`src/pkg/cfgpc_pkg.sv`:
```
package cfgpc_pkg;
    localparam int CLK_PERIOD_NS = 40;
    // Request pulse width, init and I/O-disable response times
    localparam int REQ_ACCEPT_NS = 50;
    localparam int REQ_REJECT_NS = 25;
    localparam int INIT_LOW_MAX_NS = 100;
    localparam int IO_DIS_MAX_NS = 125;
    // Least time rounds up: a low seen this many samples is accepted
    localparam int REQ_ACCEPT_CYC = (REQ_ACCEPT_NS + CLK_PERIOD_NS - 1) / CLK_PERIOD_NS;
    localparam int INIT_LOW_CYC = INIT_LOW_MAX_NS / CLK_PERIOD_NS;
    localparam int IO_DIS_CYC = IO_DIS_MAX_NS / CLK_PERIOD_NS;
    localparam int CNT_W = 4;
    localparam int INIT_DEF_CYC = 16;

    typedef enum logic [1:0] {
        CFGPC_MODE_MSPI,
        CFGPC_MODE_MQSPI,
        CFGPC_MODE_SSPI,
        CFGPC_MODE_I2C
    } cfgpc_mode_e;

    typedef enum {
        CFGPC_ST_USER,
        CFGPC_ST_INIT,
        CFGPC_ST_INIT_WAIT,
        CFGPC_ST_LOAD,
        CFGPC_ST_WAKE
    } cfgpc_state_e;
endpackage

```
`src/logic/cfgpc_top.sv`:
```
// What this block does
// - Test select high gives four test-port pins to JTAG, low gives them GPIO in user mode.
// - Slave SPI mode uses test-port pins as serial out, in, select, clock.
// - Master SPI drives flash select and clock, sends and receives serial data.
// - Quad SPI uses four bank-0 pins as two-way data lines 0 to 3.
// - I2C/I3C mode uses two bank-1 pins as SDA, SCL; user mode GPIO or user bus.
// - Low reconfiguration request starts a new configuration sequence.
// - Init indicator pulled low when configuration sequence begins.
// - Init indicator released after init; download starts only after release.
// - Download waits while anyone holds the init indicator low.
// - Completion indicator pulled low through configuration, released at completion.
// - Stay out of user mode until completion indicator seen high.
// - During configuration all user I/O tri-stated with weak pull-down.
// - Unused I/O stays tri-stated with pull-down after configuration.
// - Shared pins unused by selected mode tri-stated during configuration.
// - In user mode image selects GPIO or function; test pins follow select only.
// - Request low of 50 ns accepted, 25 ns or shorter ignored; the code needs two low samples, so 50 ns caught by one edge is lost.
// - Init low within 100 ns, user I/O disabled within 125 ns of request; the code does both about four clocks after it.
module cfgpc_top #(
    parameter int NUM_IO = 8,
    parameter int INIT_CYC = cfgpc_pkg::INIT_DEF_CYC
) (
    input wire logic ref_clk,
    input wire logic nrst,
    input wire logic jtag_select,
    input wire logic [1:0] cfg_mode,
    input wire logic reconfig_request_n,
    input wire logic init_state_n_in,
    output logic init_state_n_out,
    output logic init_state_n_oe,
    input wire logic done_n_in,
    output logic done_n_out,
    output logic done_n_oe,
    input wire logic load_complete,
    output logic load_enable,
    output logic user_mode,
    input wire logic [NUM_IO-1:0] user_io_used,
    input wire logic [NUM_IO-1:0] user_io_oe,
    output logic [NUM_IO-1:0] io_oe,
    output logic [NUM_IO-1:0] io_pulldown,
    input wire logic [3:0] test_pin_in,
    output logic [3:0] test_pin_out,
    output logic [3:0] test_pin_oe,
    input wire logic [3:0] test_pin_gpio_out,
    input wire logic [3:0] test_pin_gpio_oe,
    output logic [3:0] test_pin_gpio_in,
    input wire logic jtag_tdo,
    output logic jtag_tdi,
    output logic jtag_tms,
    output logic jtag_tck,
    input wire logic slave_serial_out,
    output logic slave_serial_in,
    output logic slave_select_n,
    output logic slave_clk,
    output logic boot_flash_select_n_oe,
    output logic boot_flash_clk_oe,
    output logic boot_flash_serial_out_oe,
    input wire logic [3:0] quad_line_oe_req,
    output logic [3:0] quad_line_oe,
    output logic i2c_pins_cfg_active
);
    ////////////////////////////////////////////////////////////////////
    logic rst_n;
    logic [1:0] rst_sync_q;
    logic [1:0] rst_sync_d;

    always_comb rst_sync_d = {rst_sync_q[0], 1'b1};

    always_ff @(posedge ref_clk or negedge nrst) begin
        if (!nrst) begin
            rst_sync_q <= '0;
        end else begin
            rst_sync_q <= rst_sync_d;
        end
    end
    assign rst_n = rst_sync_q[1];

    logic [2:0] line_sync;
    logic req_n_s;
    logic init_n_s;
    logic done_n_s;

    cfgpc_sync #(.WIDTH(3)) u_sync (
        .clk(ref_clk),
        .rst_n(rst_n),
        .async_in({reconfig_request_n, init_state_n_in, done_n_in}),
        .sync_out(line_sync)
    );
    assign req_n_s = line_sync[2];
    assign init_n_s = line_sync[1];
    assign done_n_s = line_sync[0];

    ////////////////////////////////////////////////////////////////////
    // Sequencer. A power-up reset also starts configuration.
    cfgpc_pkg::cfgpc_state_e st_q;
    cfgpc_pkg::cfgpc_state_e st_d;
    logic [cfgpc_pkg::CNT_W-1:0] low_cnt_q;
    logic [cfgpc_pkg::CNT_W-1:0] low_cnt_d;
    logic [15:0] init_cnt_q;
    logic [15:0] init_cnt_d;
    logic req_hit;

    // Two low samples in a row; limit: a 50 ns pulse caught by one edge only is lost
    assign req_hit = !req_n_s &&
        (low_cnt_q >= cfgpc_pkg::CNT_W'(cfgpc_pkg::REQ_ACCEPT_CYC - 1));

    always_comb begin
        st_d = st_q;
        init_cnt_d = init_cnt_q;
        low_cnt_d = low_cnt_q;
        if (req_n_s) begin
            low_cnt_d = '0;
        end else if (low_cnt_q != '1) begin
            low_cnt_d = low_cnt_q + 1'b1;
        end
        case (st_q)
            cfgpc_pkg::CFGPC_ST_USER: begin
                if (req_hit) begin
                    st_d = cfgpc_pkg::CFGPC_ST_INIT;
                    init_cnt_d = '0;
                end
            end
            cfgpc_pkg::CFGPC_ST_INIT: begin
                // Held while request stays low
                if (req_n_s) begin
                    init_cnt_d = init_cnt_q + 1'b1;
                    if (init_cnt_q >= 16'(INIT_CYC - 1)) begin
                        st_d = cfgpc_pkg::CFGPC_ST_INIT_WAIT;
                    end
                end
            end
            cfgpc_pkg::CFGPC_ST_INIT_WAIT: begin
                if (init_n_s) begin
                    st_d = cfgpc_pkg::CFGPC_ST_LOAD;
                end
            end
            cfgpc_pkg::CFGPC_ST_LOAD: begin
                if (load_complete) begin
                    st_d = cfgpc_pkg::CFGPC_ST_WAKE;
                end
            end
            cfgpc_pkg::CFGPC_ST_WAKE: begin
                if (done_n_s) begin
                    st_d = cfgpc_pkg::CFGPC_ST_USER;
                end
            end
            default: st_d = cfgpc_pkg::CFGPC_ST_INIT;
        endcase
        // Request restarts configuration from any state
        if (req_hit && st_q != cfgpc_pkg::CFGPC_ST_USER) begin
            st_d = cfgpc_pkg::CFGPC_ST_INIT;
            init_cnt_d = '0;
        end
    end

    always_ff @(posedge ref_clk or negedge rst_n) begin
        if (!rst_n) begin
            st_q <= cfgpc_pkg::CFGPC_ST_INIT;
            init_cnt_q <= '0;
            low_cnt_q <= '0;
        end else begin
            st_q <= st_d;
            init_cnt_q <= init_cnt_d;
            low_cnt_q <= low_cnt_d;
        end
    end

    ////////////////////////////////////////////////////////////////////
    // Open-drain indicators, out value always low, enable pulls
    logic cfg_active;
    logic user_q;
    logic user_d;
    logic [NUM_IO-1:0] io_oe_d;
    logic [NUM_IO-1:0] io_oe_q;
    logic [NUM_IO-1:0] io_pd_d;
    logic [NUM_IO-1:0] io_pd_q;
    cfgpc_pkg::cfgpc_mode_e mode;

    assign mode = cfgpc_pkg::cfgpc_mode_e'(cfg_mode);
    assign cfg_active = (st_q != cfgpc_pkg::CFGPC_ST_USER);
    assign init_state_n_out = 1'b0;
    assign done_n_out = 1'b0;
    // Limit: sync plus filter put the pull about four clocks after the request,
    // past the 100 ns and 125 ns budgets at a 40 ns clock
    assign init_state_n_oe = (st_q == cfgpc_pkg::CFGPC_ST_INIT);
    assign done_n_oe = cfg_active && st_q != cfgpc_pkg::CFGPC_ST_WAKE;
    assign load_enable = (st_q == cfgpc_pkg::CFGPC_ST_LOAD);

    always_comb begin
        user_d = (st_d == cfgpc_pkg::CFGPC_ST_USER);
        for (int i = 0; i < NUM_IO; i++) begin
            if (!user_d) begin
                io_oe_d[i] = 1'b0;
                io_pd_d[i] = 1'b1;
            end else begin
                io_oe_d[i] = user_io_used[i] && user_io_oe[i];
                io_pd_d[i] = !user_io_used[i];
            end
        end
    end

    always_ff @(posedge ref_clk or negedge rst_n) begin
        if (!rst_n) begin
            user_q <= 1'b0;
            io_oe_q <= '0;
            io_pd_q <= '1;
        end else begin
            user_q <= user_d;
            io_oe_q <= io_oe_d;
            io_pd_q <= io_pd_d;
        end
    end
    assign user_mode = user_q;
    assign io_oe = io_oe_q;
    assign io_pulldown = io_pd_q;

    ////////////////////////////////////////////////////////////////////
    // Shared configuration pin roles
    logic sspi_on;
    logic mspi_on;
    logic mqspi_on;

    assign sspi_on = cfg_active && mode == cfgpc_pkg::CFGPC_MODE_SSPI;
    assign mqspi_on = load_enable && mode == cfgpc_pkg::CFGPC_MODE_MQSPI;
    assign mspi_on = load_enable && (mode == cfgpc_pkg::CFGPC_MODE_MSPI || mqspi_on);

    // Test-port pins order: 0 out, 1 in, 2 select, 3 clock
    always_comb begin
        test_pin_out = '0;
        test_pin_oe = '0;
        test_pin_gpio_in = '0;
        jtag_tdi = 1'b0;
        jtag_tms = 1'b1;
        jtag_tck = 1'b0;
        slave_serial_in = 1'b0;
        slave_select_n = 1'b1;
        slave_clk = 1'b0;
        if (jtag_select) begin
            test_pin_out[0] = jtag_tdo;
            test_pin_oe[0] = 1'b1;
            jtag_tdi = test_pin_in[1];
            jtag_tms = test_pin_in[2];
            jtag_tck = test_pin_in[3];
        end else if (sspi_on) begin
            test_pin_out[0] = slave_serial_out;
            test_pin_oe[0] = !test_pin_in[2];
            slave_serial_in = test_pin_in[1];
            slave_select_n = test_pin_in[2];
            slave_clk = test_pin_in[3];
        end else if (user_q) begin
            test_pin_out = test_pin_gpio_out;
            test_pin_oe = test_pin_gpio_oe;
            test_pin_gpio_in = test_pin_in;
        end
    end

    assign boot_flash_select_n_oe = mspi_on;
    assign boot_flash_clk_oe = mspi_on;
    assign boot_flash_serial_out_oe = mspi_on && !mqspi_on;
    assign quad_line_oe = mqspi_on ? quad_line_oe_req : 4'h0;
    assign i2c_pins_cfg_active = cfg_active && mode == cfgpc_pkg::CFGPC_MODE_I2C;
endmodule

```
`src/logic/cfgpc_sync.sv`:
```
module cfgpc_sync #(
    parameter int WIDTH = 3
) (
    input wire logic clk,
    input wire logic rst_n,
    input wire logic [WIDTH-1:0] async_in,
    output logic [WIDTH-1:0] sync_out
);
    logic [WIDTH-1:0] meta_q;
    logic [WIDTH-1:0] meta_d;
    logic [WIDTH-1:0] sync_q;
    logic [WIDTH-1:0] sync_d;

    always_comb begin
        meta_d = async_in;
        sync_d = meta_q;
    end

    // Idle high so open-drain lines read released in reset
    always_ff @(posedge clk or negedge rst_n) begin
        if (!rst_n) begin
            meta_q <= '1;
            sync_q <= '1;
        end else begin
            meta_q <= meta_d;
            sync_q <= sync_d;
        end
    end

    assign sync_out = sync_q;
endmodule

```
`config.mk`:
```
export PLATFORM = sky130hd
export DESIGN_NAME = cfgpc_top
export DESIGN_NICKNAME = d
export VERILOG_FILES = /design/src/pkg/cfgpc_pkg.sv /design/src/logic/cfgpc_top.sv /design/src/logic/cfgpc_sync.sv
export SDC_FILE = /design/constraint.sdc
export NUM_CORES = 1
export LEC_CHECK = 0
export BUFFER_PORTS_ARGS = -buffer_cell sky130_fd_sc_hd__buf_2
export CAP_MARGIN = 25
export CORE_MARGIN = 2
export CORE_UTILIZATION = 46
export CTS_BUF_LIST = sky130_fd_sc_hd__clkbuf_4 sky130_fd_sc_hd__clkbuf_8
export DETAILED_ROUTE_END_ITERATION = 10
export HOLD_SLACK_MARGIN = 0.03
export PLACE_DENSITY = 0.72
export SLEW_MARGIN = 20
export SYNTH_ARGS = -nofsm -noshare
export SYNTH_HDL_FRONTEND = slang
export SYNTH_HIERARCHICAL = 1
export SYNTH_SLANG_ARGS = --single-unit
```
`constraint.sdc`:
```
create_clock -name ref_clk -period 3 [get_ports ref_clk]
set_input_delay 0.6 -clock ref_clk [delete_from_list [all_inputs] [get_ports ref_clk]]
set_output_delay 0.6 -clock ref_clk [all_outputs]
set_load 0.01 [all_outputs]
```
==> impl_metrics.json <==
{
  "whs_ps": 241,
  "root_buffer": "clkbuf_8",
  "ys_ff_latch": 77,
  "maxSlewHeadroom_pct": 65.9,
  "skew_ps": 13.0,
  "crit_chain": "nor4_4 -> nand4_1 -> o311ai_4 -> buf_4 -> mux2i_1 -> mux2_2 -> buf_2",
  "crit_fanout": 5,
  "grt_pass1_vias": 2383,
  "fin_util_pct": 61.6,
  "final_cell_area_um2": 4190,
  "setup_ws_ps": 104,
  "route.detailed.drc": 0,
  "power_density_nw_per_um2": 453,
  "period_share_pct": 96.5,
  "io_buffers": 88,
  "post-route-min-period_ps": 2900,
  "areaGrowthSynthToFinish_pct": 29.7,
  "globalRouteOverflowTotal": 0,
  "dp.cells": 486,
  "core-area_um2": 6790,
  "place_congestion": 0.804,
  "die_x_um": 87.8,
  "clock-sinks": 77,
  "rsz0062_at_grt": "true",
  "path_buf_inv": 2,
  "wl_per_cell_um": 13.3,
  "initial_core_util_pct": 47.5,
  "path_class": "reg2out",
  "grt_first_pass_wirelength_um": 10800,
  "track_usage_pct": 18.4,
  "via_per_inst": 4.85,
  "power_mw": 1.90,
  "grt_max_degree": 54,
  "pre_cts_ws_ps": 145,
  "fmax_mhz": 345,
  "crit_required_ps": 2400,
  "boundaryPins": 91,
  "synth_cell_types": 51,
  "mappedNetlistArea_um2": 3230,
  "start_kind": "flip-flop",
  "yosys_warnings": 6,
  "syn_avg_cell_area_um2": 11.5,
  "postRouteAntennaNets": 0,
  "die_y_um": 87.8,
  "firstDrtPassIters": 5,
  "cts_tree": "yes",
  "setup_viol": 0,
  "yosysSeqAreaShare_pct": 60.2,
  "layout-drive-gt1-share_pct": 38.5,
  "holdCritPathClass": "reg2async",
  "drv_slew": 0,
  "wl_um": 6750,
  "post_dp_cell_area_um2": 3880,
  "rrSetupSlack_ps": 700,
  "p_leak_nw": 2.03,
  "clkLatencyLatePin_ps": 340,
  "clkTransAtPathRegs_ps": 90,
  "max_stage_delay_ps": 400,
  "num_rows": 30,
  "dp_hpwl_um": 4900,
  "max-cap-violations": 0,
  "cts_buffers": 9,
  "vdd_drop_max_mv": 0.433,
  "worst_pin_slew_ps": 512,
  "drt_iter0_drc": 129,
  "cp-end-kind": "primary output",
  "nets": 455,
  "die_area_um2": 7710,
  "fin_cells": 509,
  "setup_tns_ps": 0,
  "antenna-diode-count": 0,
  "crit_slowest_cell": "dfrtp_1",
  "postSynthCellCount": 280,
  "cp_data_arrival_time_ps": 2300,
  "status": "complete, no violations",
  "vias": 2471,
  "fillCellCount": 558,
  "antenna_found_initial": 0,
  "path_delay_family": "simple AND/OR/NAND/NOR gates",
  "clock_path_buffers": 2,
  "cts-htree-levels": 3,
  "hold_viol": 0
}
## final timing paths
kind                                          from                    endpoint  cells after the start
setup / recovery                st_q[18]$_DFF_PN0_             test_pin_out[0]                      7
hold / removal             rst_sync_q[1]$_DFF_PN0_   init_cnt_q[5]$_DFFE_PN0P_                      0
setup reg to reg                st_q[18]$_DFF_PN0_          io_oe[4]$_DFF_PN0_                      7
hold reg to reg            rst_sync_q[1]$_DFF_PN0_   init_cnt_q[5]$_DFFE_PN0P_                      0
max in group asynchronous  rst_sync_q[1]$_DFF_PN0_    io_pulldown[1]$_DFF_PN1_                      1
min in group ref_clk                     done_n_in  u_sync/meta_q[0]$_DFF_PN1_                      1
## cell families after synthesis
group,after synthesis,share of synthesized area (%)
simple gates,137,24.8
flops,77,60.2
compound gates,31,7.67
buf+inv,21,3.14
mux,5,1.59
fa+ha+maj,4,1.55
xor+xnor,3,0.814
other cells,2,0.233
## routing by layer
| layer | share of wire [%] | GRT usage (%) | wire length [um] |
|---|---|---|---|
| met1 | 44 | 24.7 | 2970 |
| met2 | 50 | 28.4 | 3400 |
| met3 | 3.2 | 4.05 | 218 |
| met4 | 2.4 | 8.53 | 159 |
| met5 | 0 | 0 | 0 |
## synth_stat cells, drive strengths merged
cell / number / area, um^2
a31oi: 2 / 12.5
and4: 4 / 35.0
a311o: 1 / 10.0
o311ai: 2 / 25.0
and2: 20 / 126
nand4bb: 1 / 11.3
a2111oi: 1 / 27.5
o21ai: 5 / 25.0
nor2b: 1 / 6.26
conb: 2 / 7.51
nand2: 31 / 116
mux2: 1 / 11.3
dfstp: 15 / 394
inv: 8 / 30.0
nor3: 6 / 30.0
nor3b: 2 / 15.0
buf: 7 / 48.8
nand4b: 1 / 8.76
nor4: 12 / 100
mux2i: 4 / 40.0
o211ai: 6 / 45.0
xnor2: 1 / 8.76
clkbuf: 6 / 22.5
o311a: 1 / 10.0
a21oi: 5 / 25.0
nand4: 6 / 37.5
and3: 11 / 78.8
or2: 3 / 18.8
nand3: 10 / 50.1
o32a: 1 / 10.0
o32ai: 1 / 8.76
dfrtp: 62 / 1550
ha: 4 / 50.1
and3b: 1 / 8.76
o21a: 1 / 7.51
a31o: 2 / 17.5
o31ai: 2 / 15.0
o41ai: 1 / 8.76
nor4b: 1 / 15.0
nand2b: 4 / 25.0
or3: 3 / 18.8
or4: 6 / 45.0
nor2: 14 / 52.6
xor2: 2 / 17.5
## power breakdown
| part | total, mW | internal [mW] | switching, mW | leakage, nW |
|---|---|---|---|---|
| registers | 1.10 | 1.07 | 0.0256 | 0.949 |
| logic | 0.115 | 0.0509 | 0.0642 | 0.996 |
| clock network | 0.686 | 0.302 | 0.384 | 0.0856 |
## placed cells by master, fill, tap and decap left out, types with 9 or more instances in the layout
cell type and n:
buf_4 10, dfrtp_1 61, dfstp_2 15, nand2_1 31, nand3_1 10, nor2_1 14, conb_1 32, clkbuf_8 9
buf_2 88, and2_1 19
## cell type report
cell class	count	area (um^2)	share of cell area [%]
inverters	8	30.0	0.717
clock inverters	7	51.3	1.22
repair buffers	100	546	13.0
multi-input cells	212	1370	32.7
well taps	96	120	2.87
clock buffers	9	124	2.96
flip-flops and latches	77	1950	46.5
## flip-flops by register name, indices dropped and copies added (netlist names), 2 cells and up
name / cells
st_q: 32
low_cnt_q: 4
rst_sync_q: 2
u_sync/sync_out: 3
u_sync/meta_q: 3
io_oe: 8
init_cnt_q: 16
io_pulldown: 8
## what timing repair did
| item | CTS | global route |
|---|---|---|
| hold endpoints to repair | 2 | 0 |
| hold buffers | 1 | 0 |
| setup buffers | 3 | 3 |
| endpoints found under the setup margin | 12 | 12 |
| pin swaps | 3 | 6 |
| resized for setup | 4 | 7 |
(Power assumes the default switching activity.)
